<file path="config.mk">
export PLATFORM = sky130hd
export DESIGN_NAME = sltr_regs
export DESIGN_NICKNAME = d
export VERILOG_FILES = /design/src/logic/sltr_pkg.sv /design/src/logic/sltr_pattern_gen.sv /design/src/logic/sltr_regs.sv
export SDC_FILE = /design/constraint.sdc
export NUM_CORES = 1
export LEC_CHECK = 0
export CAP_MARGIN = 20
export CORE_ASPECT_RATIO = 0.8
export CORE_MARGIN = 4
export CORE_UTILIZATION = 53
export DETAILED_ROUTE_END_ITERATION = 8
export DONT_BUFFER_PORTS = 1
export PLACE_DENSITY = 0.68
export SKIP_CTS_REPAIR_TIMING = 1
export SLEW_MARGIN = 20
export SYNTH_ARGS = -nofsm -noshare
export SYNTH_HDL_FRONTEND = slang
export SYNTH_SLANG_ARGS = --single-unit
</file>
<file path="constraint.sdc">
create_clock -name i_mclk -period 4.2 [get_ports i_mclk]
set_input_delay 0.84 -clock i_mclk [delete_from_list [all_inputs] [get_ports i_mclk]]
set_output_delay 0.84 -clock i_mclk [all_outputs]
set_load 0.005 [all_outputs]
</file>
<file path="src/logic/sltr_pkg.sv">
`default_nettype none
package sltr_pkg;
  // register byte addresses (offsets are multiples of four: index * 4)
  localparam logic [11:0] IDX_TEST = 12'h205;
  localparam logic [11:0] IDX_IDENT = 12'h206;
  localparam logic [11:0] IDX_COMMA = 12'h207;
  localparam logic [11:0] IDX_STATUS = 12'h208;
  localparam logic [11:0] IDX_CTRL = 12'h20f;
  localparam logic [13:0] ADDR_TEST = {IDX_TEST, 2'b00};
  localparam logic [13:0] ADDR_IDENT = {IDX_IDENT, 2'b00};
  localparam logic [13:0] ADDR_COMMA = {IDX_COMMA, 2'b00};
  localparam logic [13:0] ADDR_STATUS = {IDX_STATUS, 2'b00};
  localparam logic [13:0] ADDR_CTRL = {IDX_CTRL, 2'b00};
  // reset values
  localparam logic [4:0] TEST_RST = 5'h00;
  localparam logic [7:0] IDENT_RST = 8'h00;
  localparam logic [1:0] COMMA_RST = 2'h0;
  // status bit positions
  localparam int ST_LINK_UP = 6;
  localparam int ST_SYNC = 5;
  localparam int ST_REALIGNED = 4;
  localparam int ST_MULTIFRAME_PHASE_SET_FLAG = 3;
  localparam int ST_PLL = 2;
  // test select codes
  localparam logic [4:0] TP_NORMAL = 5'h00;
  localparam logic [4:0] TP_PRBS7 = 5'h01;
  localparam logic [4:0] TP_PRBS15 = 5'h02;
  localparam logic [4:0] TP_PRBS23 = 5'h03;
  localparam logic [4:0] TP_RAMP = 5'h04;
  localparam logic [4:0] TP_TRANSPORT = 5'h05;
  localparam logic [4:0] TP_D21_5 = 5'h06;
  localparam logic [4:0] TP_K28_5 = 5'h07;
  localparam logic [4:0] TP_ILA = 5'h08;
  localparam logic [4:0] TP_RPAT = 5'h09;
  localparam logic [4:0] TP_LOW = 5'h0a;
  localparam logic [4:0] TP_HIGH = 5'h0b;
  localparam logic [4:0] TP_PRBS9 = 5'h0d;
  localparam logic [4:0] TP_PRBS31 = 5'h0e;
  localparam logic [4:0] TP_CLOCK = 5'h0f;
  localparam logic [4:0] TP_K28_7 = 5'h10;
  localparam logic [15:0] CLOCK_WORD = 16'h00ff;
  // 8-bit k-character and D21.5 payloads
  localparam logic [7:0] K28_7 = 8'hfc;
  localparam logic [7:0] K28_1 = 8'h3c;
  localparam logic [7:0] K28_5 = 8'hbc;
  localparam logic [7:0] D21_5 = 8'hb5;
  // generator kinds
  typedef enum logic [2:0] {
    SLTR_GEN_DATA = 3'h0,
    SLTR_GEN_PRBS = 3'h1,
    SLTR_GEN_CONST = 3'h2,
    SLTR_GEN_RAMP = 3'h3,
    SLTR_GEN_ILA = 3'h4
  } sltr_gen_t;
endpackage : sltr_pkg
`default_nettype wire

</file>
<file path="src/logic/sltr_pattern_gen.sv">
`timescale 1ns/1ps
`default_nettype none
module sltr_pattern_gen (
  // clock and reset
  input wire logic i_mclk,
  input wire logic i_reset,
  // control
  input wire logic i_enable,
  input wire logic [4:0] i_select,
  input wire logic i_is_8b10b,
  input wire logic [15:0] i_data,
  // output
  output logic [15:0] o_word,
  output logic o_is_k
);
  ////////////////////////////////////////////////////////////////
  logic [30:0] lfsr_reg;
  logic [30:0] lfsr_next;
  logic [15:0] ramp_reg;
  logic [15:0] ramp_next;
  logic [15:0] word_reg;
  logic [15:0] word_next;
  logic k_reg;
  logic k_next;

  // one prbs step; tap pair depends on the polynomial order
  function automatic logic [30:0] prbs_step(input logic [30:0] s, input logic [4:0] sel);
    logic fb;
    fb = 1'b0;
    unique case (sel)
      sltr_pkg::TP_PRBS7: fb = s[6] ^ s[5];
      sltr_pkg::TP_PRBS9: fb = s[8] ^ s[4];
      sltr_pkg::TP_PRBS15: fb = s[14] ^ s[13];
      sltr_pkg::TP_PRBS23: fb = s[22] ^ s[17];
      default: fb = s[30] ^ s[27];
    endcase
    return {s[29:0], fb};
  endfunction : prbs_step

  always_comb
  begin
    lfsr_next = lfsr_reg;
    ramp_next = ramp_reg;
    word_next = i_data;
    k_next = 1'b0;
    if (i_enable)
    begin
      unique case (i_select)
        sltr_pkg::TP_PRBS7, sltr_pkg::TP_PRBS15, sltr_pkg::TP_PRBS23,
        sltr_pkg::TP_PRBS9, sltr_pkg::TP_PRBS31:
        begin
          lfsr_next = prbs_step(lfsr_reg, i_select);
          word_next = lfsr_reg[15:0];
        end
        sltr_pkg::TP_RAMP:
        begin
          ramp_next = ramp_reg + 16'h0001;
          word_next = ramp_reg;
        end
        // transport pattern approximated by a fixed sample signature
        sltr_pkg::TP_TRANSPORT: word_next = {ramp_reg[7:0], 8'h5a};
        sltr_pkg::TP_D21_5: word_next = {sltr_pkg::D21_5, sltr_pkg::D21_5};
        sltr_pkg::TP_LOW: word_next = 16'h0000;
        sltr_pkg::TP_HIGH: word_next = 16'hffff;
        sltr_pkg::TP_CLOCK: word_next = sltr_pkg::CLOCK_WORD;
        sltr_pkg::TP_K28_5, sltr_pkg::TP_K28_7, sltr_pkg::TP_ILA, sltr_pkg::TP_RPAT:
        begin
          // k-character modes fall back to data outside 8b/10b
          if (i_is_8b10b)
          begin
            k_next = (i_select != sltr_pkg::TP_RPAT);
            unique case (i_select)
              sltr_pkg::TP_K28_5: word_next = {sltr_pkg::K28_5, sltr_pkg::K28_5};
              sltr_pkg::TP_K28_7: word_next = {sltr_pkg::K28_7, sltr_pkg::K28_7};
              sltr_pkg::TP_ILA: word_next = {sltr_pkg::K28_1, sltr_pkg::K28_5};
              default:
              begin
                ramp_next = ramp_reg + 16'h0101;
                word_next = ramp_reg;
              end
            endcase
          end
        end
        default: word_next = i_data;
      endcase
    end
  end

  always_ff @(posedge i_mclk)
  begin
    if (i_reset)
    begin
      lfsr_reg <= 31'h7fffffff;
      ramp_reg <= 16'h0000;
      word_reg <= 16'h0000;
      k_reg <= 1'b0;
    end
    else
    begin
      lfsr_reg <= lfsr_next;
      ramp_reg <= ramp_next;
      word_reg <= word_next;
      k_reg <= k_next;
    end
  end

  assign o_word = word_reg;
  assign o_is_k = k_reg;
endmodule : sltr_pattern_gen
`default_nettype wire

</file>
<file path="src/logic/sltr_regs.sv">
// The APB interface to the registers was left to the implementer.
`timescale 1ns/1ps
`default_nettype none
module sltr_regs (
  // clock and reset
  input wire logic i_mclk,
  input wire logic i_reset,
  // apb slave
  input wire logic i_psel,
  input wire logic i_penable,
  input wire logic i_pwrite,
  input wire logic [13:0] i_paddr,
  input wire logic [31:0] i_pwdata,
  output logic [31:0] o_prdata,
  output logic o_pready,
  output logic o_pslverr,
  // link side status
  input wire logic i_link_up,
  input wire logic i_sync_req_n,
  input wire logic i_sysref_event,
  input wire logic i_phase_shifted,
  input wire logic i_pll_locked,
  input wire logic i_is_8b10b,
  input wire logic i_eof_slot,
  input wire logic i_ila_did_slot,
  input wire logic [15:0] i_sample_data,
  // link side outputs
  output logic o_serial_link_enable,
  output logic [15:0] o_link_a_word,
  output logic o_link_a_is_k,
  output logic [15:0] o_link_b_word,
  output logic o_link_b_is_k
);
  ////////////////////////////////////////////////////////////////
  logic [4:0] test_reg;
  logic [4:0] test_next;
  logic [7:0] did_reg;
  logic [7:0] did_next;
  logic [1:0] comma_sel_reg;
  logic [1:0] comma_sel_next;
  logic en_reg;
  logic en_next;
  logic realigned_reg;
  logic realigned_next;
  logic multiframe_phase_set_flag_reg;
  logic multiframe_phase_set_flag_next;
  logic armed_reg;
  logic armed_next;
  logic [31:0] rdata_reg;
  logic [31:0] rdata_next;
  logic err_next;
  logic [15:0] a_reg;
  logic [15:0] a_next;
  logic [15:0] b_reg;
  logic [15:0] b_next;
  logic ak_reg;
  logic ak_next;
  logic bk_reg;
  logic bk_next;
  logic [15:0] gen_word;
  logic gen_k;
  logic acc;
  logic wr;
  logic [7:0] status;

  // comma character for the end-of-frame select
  function automatic logic [7:0] eof_char(input logic [1:0] sel);
    unique case (sel)
      2'h1: return sltr_pkg::K28_1;
      2'h2: return sltr_pkg::K28_5;
      default: return sltr_pkg::K28_7;
    endcase
  endfunction : eof_char

  ////////////////////////////////////////////////////////////////
  // zero-wait apb: answer in the access cycle
  assign acc = i_psel && i_penable;
  assign wr = acc && i_pwrite;
  assign o_pready = 1'b1;

  always_comb
  begin
    status = 8'h00;
    status[sltr_pkg::ST_LINK_UP] = i_link_up;
    status[sltr_pkg::ST_SYNC] = i_sync_req_n;
    status[sltr_pkg::ST_REALIGNED] = realigned_reg;
    status[sltr_pkg::ST_MULTIFRAME_PHASE_SET_FLAG] = multiframe_phase_set_flag_reg;
    status[sltr_pkg::ST_PLL] = i_pll_locked;
  end

  always_comb
  begin
    test_next = test_reg;
    did_next = did_reg;
    comma_sel_next = comma_sel_reg;
    en_next = en_reg;
    rdata_next = 32'h00000000;
    err_next = 1'b0;
    if (wr)
    begin
      unique case (i_paddr)
        sltr_pkg::ADDR_TEST: test_next = i_pwdata[4:0];
        sltr_pkg::ADDR_IDENT: did_next = {i_pwdata[7:1], 1'b0};
        sltr_pkg::ADDR_COMMA: comma_sel_next = i_pwdata[1:0];
        sltr_pkg::ADDR_CTRL: en_next = i_pwdata[0];
        sltr_pkg::ADDR_STATUS: ;
        default: err_next = 1'b1;
      endcase
    end
    else if (acc)
    begin
      unique case (i_paddr)
        sltr_pkg::ADDR_TEST: rdata_next = {27'h0, test_reg};
        sltr_pkg::ADDR_IDENT: rdata_next = {24'h0, did_reg};
        sltr_pkg::ADDR_COMMA: rdata_next = {30'h0, comma_sel_reg};
        sltr_pkg::ADDR_CTRL: rdata_next = {31'h0, en_reg};
        sltr_pkg::ADDR_STATUS: rdata_next = {24'h0, status};
        default: err_next = 1'b1;
      endcase
    end
  end

  // sticky flags: a new event wins over a write-one clear
  always_comb
  begin
    realigned_next = realigned_reg;
    multiframe_phase_set_flag_next = multiframe_phase_set_flag_reg;
    armed_next = armed_reg;
    if (!en_reg)
      armed_next = 1'b1;
    if (wr && i_paddr == sltr_pkg::ADDR_STATUS)
    begin
      if (i_pwdata[sltr_pkg::ST_REALIGNED])
        realigned_next = 1'b0;
      if (i_pwdata[sltr_pkg::ST_MULTIFRAME_PHASE_SET_FLAG])
        multiframe_phase_set_flag_next = 1'b0;
    end
    if (i_sysref_event && i_phase_shifted)
      realigned_next = 1'b1;
    if (i_sysref_event && en_reg && armed_reg)
    begin
      multiframe_phase_set_flag_next = 1'b1;
      armed_next = 1'b0;
    end
  end

  ////////////////////////////////////////////////////////////////
  sltr_pattern_gen u_gen (
    .i_mclk(i_mclk),
    .i_reset(i_reset),
    .i_enable(en_reg),
    .i_select(test_reg),
    .i_is_8b10b(i_is_8b10b),
    .i_data(i_sample_data),
    .o_word(gen_word),
    .o_is_k(gen_k)
  );

  // identifier and comma overlays apply to normal data only
  always_comb
  begin
    a_next = gen_word;
    b_next = gen_word;
    ak_next = gen_k;
    bk_next = gen_k;
    if (test_reg == sltr_pkg::TP_NORMAL && i_ila_did_slot)
    begin
      a_next = {8'h00, did_reg};
      b_next = {8'h00, did_reg + 8'h01};
    end
    else if (test_reg == sltr_pkg::TP_NORMAL && i_eof_slot && i_is_8b10b)
    begin
      a_next = {gen_word[15:8], eof_char(comma_sel_reg)};
      b_next = {gen_word[15:8], eof_char(comma_sel_reg)};
      ak_next = 1'b1;
      bk_next = 1'b1;
    end
  end

  always_ff @(posedge i_mclk)
  begin
    if (i_reset)
    begin
      test_reg <= sltr_pkg::TEST_RST;
      did_reg <= sltr_pkg::IDENT_RST;
      comma_sel_reg <= sltr_pkg::COMMA_RST;
      en_reg <= 1'b0;
      realigned_reg <= 1'b0;
      multiframe_phase_set_flag_reg <= 1'b0;
      armed_reg <= 1'b1;
      rdata_reg <= 32'h00000000;
      a_reg <= 16'h0000;
      b_reg <= 16'h0000;
      ak_reg <= 1'b0;
      bk_reg <= 1'b0;
    end
    else
    begin
      test_reg <= test_next;
      did_reg <= did_next;
      comma_sel_reg <= comma_sel_next;
      en_reg <= en_next;
      realigned_reg <= realigned_next;
      multiframe_phase_set_flag_reg <= multiframe_phase_set_flag_next;
      armed_reg <= armed_next;
      rdata_reg <= rdata_next;
      a_reg <= a_next;
      b_reg <= b_next;
      ak_reg <= ak_next;
      bk_reg <= bk_next;
    end
  end

  // read data is combinational in the access cycle; otherwise rdata_reg, which holds the read word for one cycle and then zero
  assign o_prdata = (acc && !i_pwrite) ? rdata_next : rdata_reg;
  assign o_pslverr = acc && err_next;
  assign o_serial_link_enable = en_reg;
  assign o_link_a_word = a_reg;
  assign o_link_a_is_k = ak_reg;
  assign o_link_b_word = b_reg;
  assign o_link_b_is_k = bk_reg;

  ////////////////////////////////////////////////////////////////
  property p_did_even;
    @(posedge i_mclk) disable iff (i_reset) !did_reg[0];
  endproperty
  a_did_even: assert property (p_did_even) else $error("did bit 0 set");

  property p_link_b_plus_one;
    @(posedge i_mclk) disable iff (i_reset)
      (test_reg == sltr_pkg::TP_NORMAL && i_ila_did_slot)
      |=> (o_link_b_word[7:0] == $past(did_reg) + 8'h01 && o_link_a_word[7:0] == $past(did_reg));
  endproperty
  a_link_b_plus_one: assert property (p_link_b_plus_one) else $error("link id mismatch");

  property p_realign_set;
    @(posedge i_mclk) disable iff (i_reset) (i_sysref_event && i_phase_shifted) |=> realigned_reg;
  endproperty
  a_realign_set: assert property (p_realign_set) else $error("realigned not set");

  property p_multiframe_phase_set_flag_clear;
    @(posedge i_mclk) disable iff (i_reset)
      (wr && i_paddr == sltr_pkg::ADDR_STATUS && i_pwdata[sltr_pkg::ST_MULTIFRAME_PHASE_SET_FLAG] && !i_sysref_event)
      |=> !multiframe_phase_set_flag_reg;
  endproperty
  a_multiframe_phase_set_flag_clear: assert property (p_multiframe_phase_set_flag_clear) else $error("multiframe_phase_set_flag not cleared");

  property p_sync_status;
    @(posedge i_mclk) disable iff (i_reset)
      (acc && !i_pwrite && i_paddr == sltr_pkg::ADDR_STATUS)
      |-> o_prdata[sltr_pkg::ST_SYNC] == i_sync_req_n;
  endproperty
  a_sync_status: assert property (p_sync_status) else $error("sync status wrong");

  property p_hold_low;
    @(posedge i_mclk) disable iff (i_reset)
      (en_reg && test_reg == sltr_pkg::TP_LOW) [*2] |=> o_link_a_word == 16'h0000;
  endproperty
  a_hold_low: assert property (p_hold_low) else $error("not held low");

  property p_hold_high;
    @(posedge i_mclk) disable iff (i_reset)
      (en_reg && test_reg == sltr_pkg::TP_HIGH) [*2] |=> o_link_a_word == 16'hffff;
  endproperty
  a_hold_high: assert property (p_hold_high) else $error("not held high");

  property p_clock_pat;
    @(posedge i_mclk) disable iff (i_reset)
      (en_reg && test_reg == sltr_pkg::TP_CLOCK) [*2] |=> o_link_a_word == sltr_pkg::CLOCK_WORD;
  endproperty
  a_clock_pat: assert property (p_clock_pat) else $error("clock pattern wrong");

  property p_kchar_only_8b10b;
    @(posedge i_mclk) disable iff (i_reset)
      (!$past(i_is_8b10b) && !$past(i_is_8b10b, 2)) |-> !o_link_a_is_k;
  endproperty
  a_kchar_only_8b10b: assert property (p_kchar_only_8b10b) else $error("k char outside 8b10b");

  c_multiframe_phase_set_flag: cover property (@(posedge i_mclk) disable iff (i_reset) !multiframe_phase_set_flag_reg ##1 multiframe_phase_set_flag_reg);
  c_prbs: cover property (@(posedge i_mclk) disable iff (i_reset) en_reg && test_reg == sltr_pkg::TP_PRBS7);
  c_eof: cover property (@(posedge i_mclk) disable iff (i_reset) o_link_a_is_k && comma_sel_reg == 2'h1);
endmodule : sltr_regs
`default_nettype wire

</file>
# After elaboration in Yosys (flattened, before gate mapping)
# Cells that the tools add are included.
[word_totals]
regBits = 139
elab_cells = 115
out_inout_bits = 69
in_bits = 75
[op_classes]
n_reduce_logical = 32
add_sub_neg = 3
mux = 29
n_eq_ne = 26
bitwise = 8
[op_table]
columns = ["operator", "count"]
rows = [
  ["$pmux W16 S8", 1],
  ["$eq A14 B12 Y1 const B", 5],
  ["$mux W16", 4],
  ["$pmux W16 S3", 1],
  ["$mux W8", 5],
  ["$pmux W8 S5", 1],
  ["$eq A5 B4 Y1 const B", 7],
  ["$mux W32", 1],
  ["$pmux W16 S2", 1],
  ["$eq A5 B3 Y1 const B", 4],
  ["$add A16 B1 Y16 const B", 1],
  ["$add A16 B9 Y16 const B", 1],
  ["$pmux W8 S2", 1],
  ["$reduce_and A2 Y1", 7],
  ["$mux W1", 13],
  ["$logic_and A1 B1 Y1", 11],
  ["$eq A5 B2 Y1 const B", 2],
  ["$reduce_bool A2 Y1", 5],
  ["$reduce_or A5 Y1", 2],
  ["$add A8 B1 Y8 const B", 1],
  ["$reduce_or A4 Y1", 2],
  ["$eq A5 B1 Y1 const B", 1],
  ["$eq A5 B5 Y1 const B", 1],
  ["$logic_not A5 Y1", 1],
  ["other kinds (12)", 19],
]

# Logic depth before layout (Yosys ltp)
[depth]
depth_word = 6
depth_mapped = 12
ltp_nobuf = 10

# Cells and area by module
# From an unflattened synthesis, not the netlist that was laid out.
[hier_totals]
hier_cells = 715
hier_area_um2 = 5955.7
[modules_own_cells]
columns = ["mod", "area_per_inst_um2", "instances", "seq_area_each_um2", "cells_per_inst"]
rows = [
  ["sltr_pattern_gen", 3584.7, 1, 1281.2, 449],
  ["sltr_regs", 2371.0, 1, 880.8, 266],
]

# Worst setup path after synthesis
# No wires, ideal clock.
[synth_path]
path_type = "in2out"
from = "input port i_paddr[10]"
to = "output port o_prdata[5]"
t_arrival_ns = 2.197
stages = 7
t_required_ns = 3.360
path_slack_ns = 1.163
path_buffers = 2
cell_sequence = "nor4b_1 and3_1 buf_2 and4_1 clkbuf_1 a22oi_1 o21ai_0"
[synth_via]
elab_chain_len = 5
elab_cells_between_ends = 9
cone_classes = "eq/ne (5); mux (4)"
[synth_rtl]
columns = ["item", "line", "text"]
rows = [
  ["start, declared", "sltr_regs.sv:12", "input wire logic [13:0] i_paddr,"],
  ["$eq A14 B12 Y1", "sltr_regs.sv:112", "unique case (i_paddr)"],
  ["$pmux W8 S5 (*)", "sltr_regs.sv:112", ""],
  ["$mux W8 (*)", "sltr_regs.sv:110", "else if (acc)"],
  ["$mux W8 (*)", "sltr_regs.sv:99", "if (wr)"],
  ["$mux W32 (*)", "sltr_regs.sv:215", "assign o_prdata = (acc && !i_pwrite) ? rdata_next : rdata_reg;"],
  ["end, declared", "sltr_regs.sv:14", "output logic [31:0] o_prdata,"],
]
# Every way passes the cells marked *; elsewhere a longest branch is shown, timed or not.

# Final worst setup path
[layout_path]
from = "input port i_paddr[10]"
to = "output port o_prdata[3]"
# Same word-level chain as after synthesis.

==> impl_metrics.env <==
export IMPL_critPathMaxStageDelay_ns=0.50
export IMPL_drt_first_pass_iters=6
export IMPL_power_internal_mw=1.48
export IMPL_switchingPower_uw=447
export IMPL_cp_end_kind="output pin"
export IMPL_drt_iter0_markers=436
export IMPL_critPathArrivalTime_ns=2.54
export IMPL_required_ns=3.36
export IMPL_routedWlPerCell_um=16.8
export IMPL_rsz0062_at_grt="no"
export IMPL_final_min_clock_period_ns=3.38
export IMPL_grt_pass1_vias=4004
export IMPL_tns_ns=0
export IMPL_port_buffers=0
export IMPL_cts_buffers=9
export IMPL_via_per_inst=5.91
export IMPL_wl_um=13000
export IMPL_p_per_area_nw_per_um2=346
export IMPL_synth_cell_types=60
export IMPL_swShare_pct=23.2
export IMPL_leakagePower_nw=2.11
export IMPL_slew_headroom_pct=36.5
export IMPL_maxCapViolations=0
export IMPL_worstMarginPinSlew_ns=0.950
export IMPL_slew_viol_final=0
export IMPL_hpwl_um=9300
export IMPL_synth_top_cell_area_share_pct=39.4
export IMPL_synthTopCellsByArea="dfxtp_1 (39%), nand2_1 (6.8%), buf_4 (6.0%)"
export IMPL_gp_congestion=0.913
export IMPL_synth_async_reset_ratio_pct=0
export IMPL_synth_ff_type="dfxtp_1"
export IMPL_num_vias=4594
export IMPL_grt_pass1_wl_um=20400
export IMPL_final_nets=714
export IMPL_path_class="in -> out"
export IMPL_antenna_found_initial=0
export IMPL_root_buffer="clkbuf_16"
export IMPL_timing_fmax_mhz=296
export IMPL_die_area_um2=12100
export IMPL_yosysWarnings=0
export IMPL_coreArea_um2=9890
export IMPL_pwr_share_clk_pct=43.5
export IMPL_critPathMaxFanout=8
export IMPL_avgSynthCellArea_um2=8.03
export IMPL_synth_area_leader_cell="dfxtp_1"
export IMPL_cts_tree="yes"
export IMPL_synth_area_um2=5490
export IMPL_grt_ovfl_total=0
export IMPL_grtUsageTotal_pct=21.0
export IMPL_setup_viol=0
export IMPL_path_cells="nor4b_1, and3_1, nand3_1, nor2_2, a222oi_1, o21ai_1"
export IMPL_dieWidth_um=122
export IMPL_synthCells=684
export IMPL_fillers=916
export IMPL_syn2layout_area_growth_pct=1.55
export IMPL_cts_sinks=108
export IMPL_drc=0
export IMPL_slowest_stage="nor4b_1"
export IMPL_timing_final_hold_violations=0
export IMPL_hp_class="reg -> reg"
export IMPL_period_share_pct=80.4
export IMPL_htreeDepth=3
export IMPL_drive_above_1_share_pct=4.06
export IMPL_synth_most_common_cell="dfxtp_1"
export IMPL_timing_hold_ws_ns=0.432
export IMPL_clkLatencyLatePin_ns=0.35
export IMPL_synth_seq_area_share_pct=39.4
export IMPL_die_h_um=99.1
export IMPL_largest_reg_flops=31
export IMPL_dp_cells=761
export IMPL_initial_core_util_pct=55.6
export IMPL_clock_path_buffers=2
export IMPL_netlist_top_cells_count="dfxtp_1 (108), nand2_1 (99), nor2_1 (76)"
export IMPL_outcome="finished clean"
export IMPL_start_kind="input port"
export IMPL_regArea_um2=2160
export IMPL_grt_max_degree=94
export IMPL_multi_input_area_um2=2840
export IMPL_power_frac_seq_pct=54.2
export IMPL_num_rows=32
export IMPL_io_pins=144
export IMPL_vdd_ir_drop_max_mv=0.262
export IMPL_clock_skew_ns=0.00996
export IMPL_antennaDiodeCount=0
export IMPL_synth_seq_cells=108
export IMPL_synth_edf_count=0
export IMPL_clk_pin_slew_worst_paths_ns=0.07
export IMPL_fin_cells=777
export IMPL_combPwrFrac_pct=2.3
export IMPL_antenna_left=0
[layout by cell type (no fill, tap or decap), types with 9 or more instances in the layout]
cell | netlist | final
a21oi_1 | 32 | 32
a22oi_1 | 16 | 16
a311oi_1 | 10 | 10
and2_1 | 11 | 11
and3_1 | 12 | 12
clkbuf_16 | 0 | 9
conb_1 | 2 | 25
dfxtp_1 | 108 | 107
inv_1 | 18 | 18
mux2i_1 | 12 | 12
nand2_1 | 99 | 99
nand3_1 | 22 | 22
nand3b_1 | 28 | 28
nor2_1 | 76 | 76
nor2b_1 | 9 | 9
o21ai_0 | 23 | 23
o22ai_1 | 14 | 14
xnor2_1 | 11 | 11
xor2_1 | 9 | 9
[stage by stage]
step                utilization, %  power [mW]  setup WS (ns)  area (um2)
floorplan                        -        1.15           1.16        5580
global placement              53.3        1.11          0.936        5270
detailed placement            53.3        1.11          0.856        5270
CTS                           56.4        1.94          0.846        5580
global route                  56.4        2.00          0.653        5580
finish                        56.4        1.93          0.824        5580
[layout make-up]
class | instances | area share [%]
sequential | 108 | 38.8
clock buffer | 9 | 4.04
tap | 136 | 3.05
inverter | 18 | 1.21
multi-input combinational | 496 | 51.0
clock inverter | 7 | 1.55
timing repair buffer | 3 | 0.404
[worst max-delay path: cells and delay by family]
kind | cells | cell delay (ns)
AOI/OAI and AO/OA | 2 | 0.39
and+or+nand+nor | 4 | 1.31
[cell families (layout without fill, tap and decap cells)]
logic type	after synthesis	after routing	synth area share, %
XOR/XNOR	20	20	3.19
AND/OR/NAND/NOR	289	289	25.7
AO/OA/AOI/OAI	145	145	17.9
multiplexers	13	13	2.39
buffers and inverters	103	37	10.5
adder cells (fa/ha/maj)	4	4	0.865
flip-flops	108	108	39.4
other	2	25	0.137
[final timing paths]
| kind | startpoint | to | slack (ns) | cells after the start |
|---|---|---|---|---|
| setup / recovery | i_paddr[10] | o_prdata[3] | 0.82 | 6 |
| hold / removal | u_gen.o_word[12]$_SDFF_PP0_ | o_link_b_word[12]$_SDFF_PP0_ | 0.43 | 1 |
| setup reg to reg | test_reg[3]$_SDFFE_PP0P_ | u_gen.ramp_reg[11]$_SDFFE_PP0P_ | 1.22 | 10 |
| hold reg to reg | u_gen.o_word[12]$_SDFF_PP0_ | o_link_b_word[12]$_SDFF_PP0_ | 0.43 | 1 |
[power by group through the flow]
stage	Combinational [mW]	Clock, mW	Sequential, mW
after global routing	0.0512	0.901	1.05
after global placement	0.0431	0	1.07
final	0.0444	0.839	1.05
after CTS	0.0443	0.854	1.05
after detailed placement	0.0439	0	1.07
after floorplan	0.0786	0	1.07
[layer usage]
layer	up-vias	wire length (um)	GRT usage (%)
met4	0	166	5.68
met3	25	1270	5.28
met2	214	5620	30.7
met1	2129	5990	30.6
li1	2226	-	-
met5	-	0	0
No activity file was read; power rests on OpenSTA's default activity.
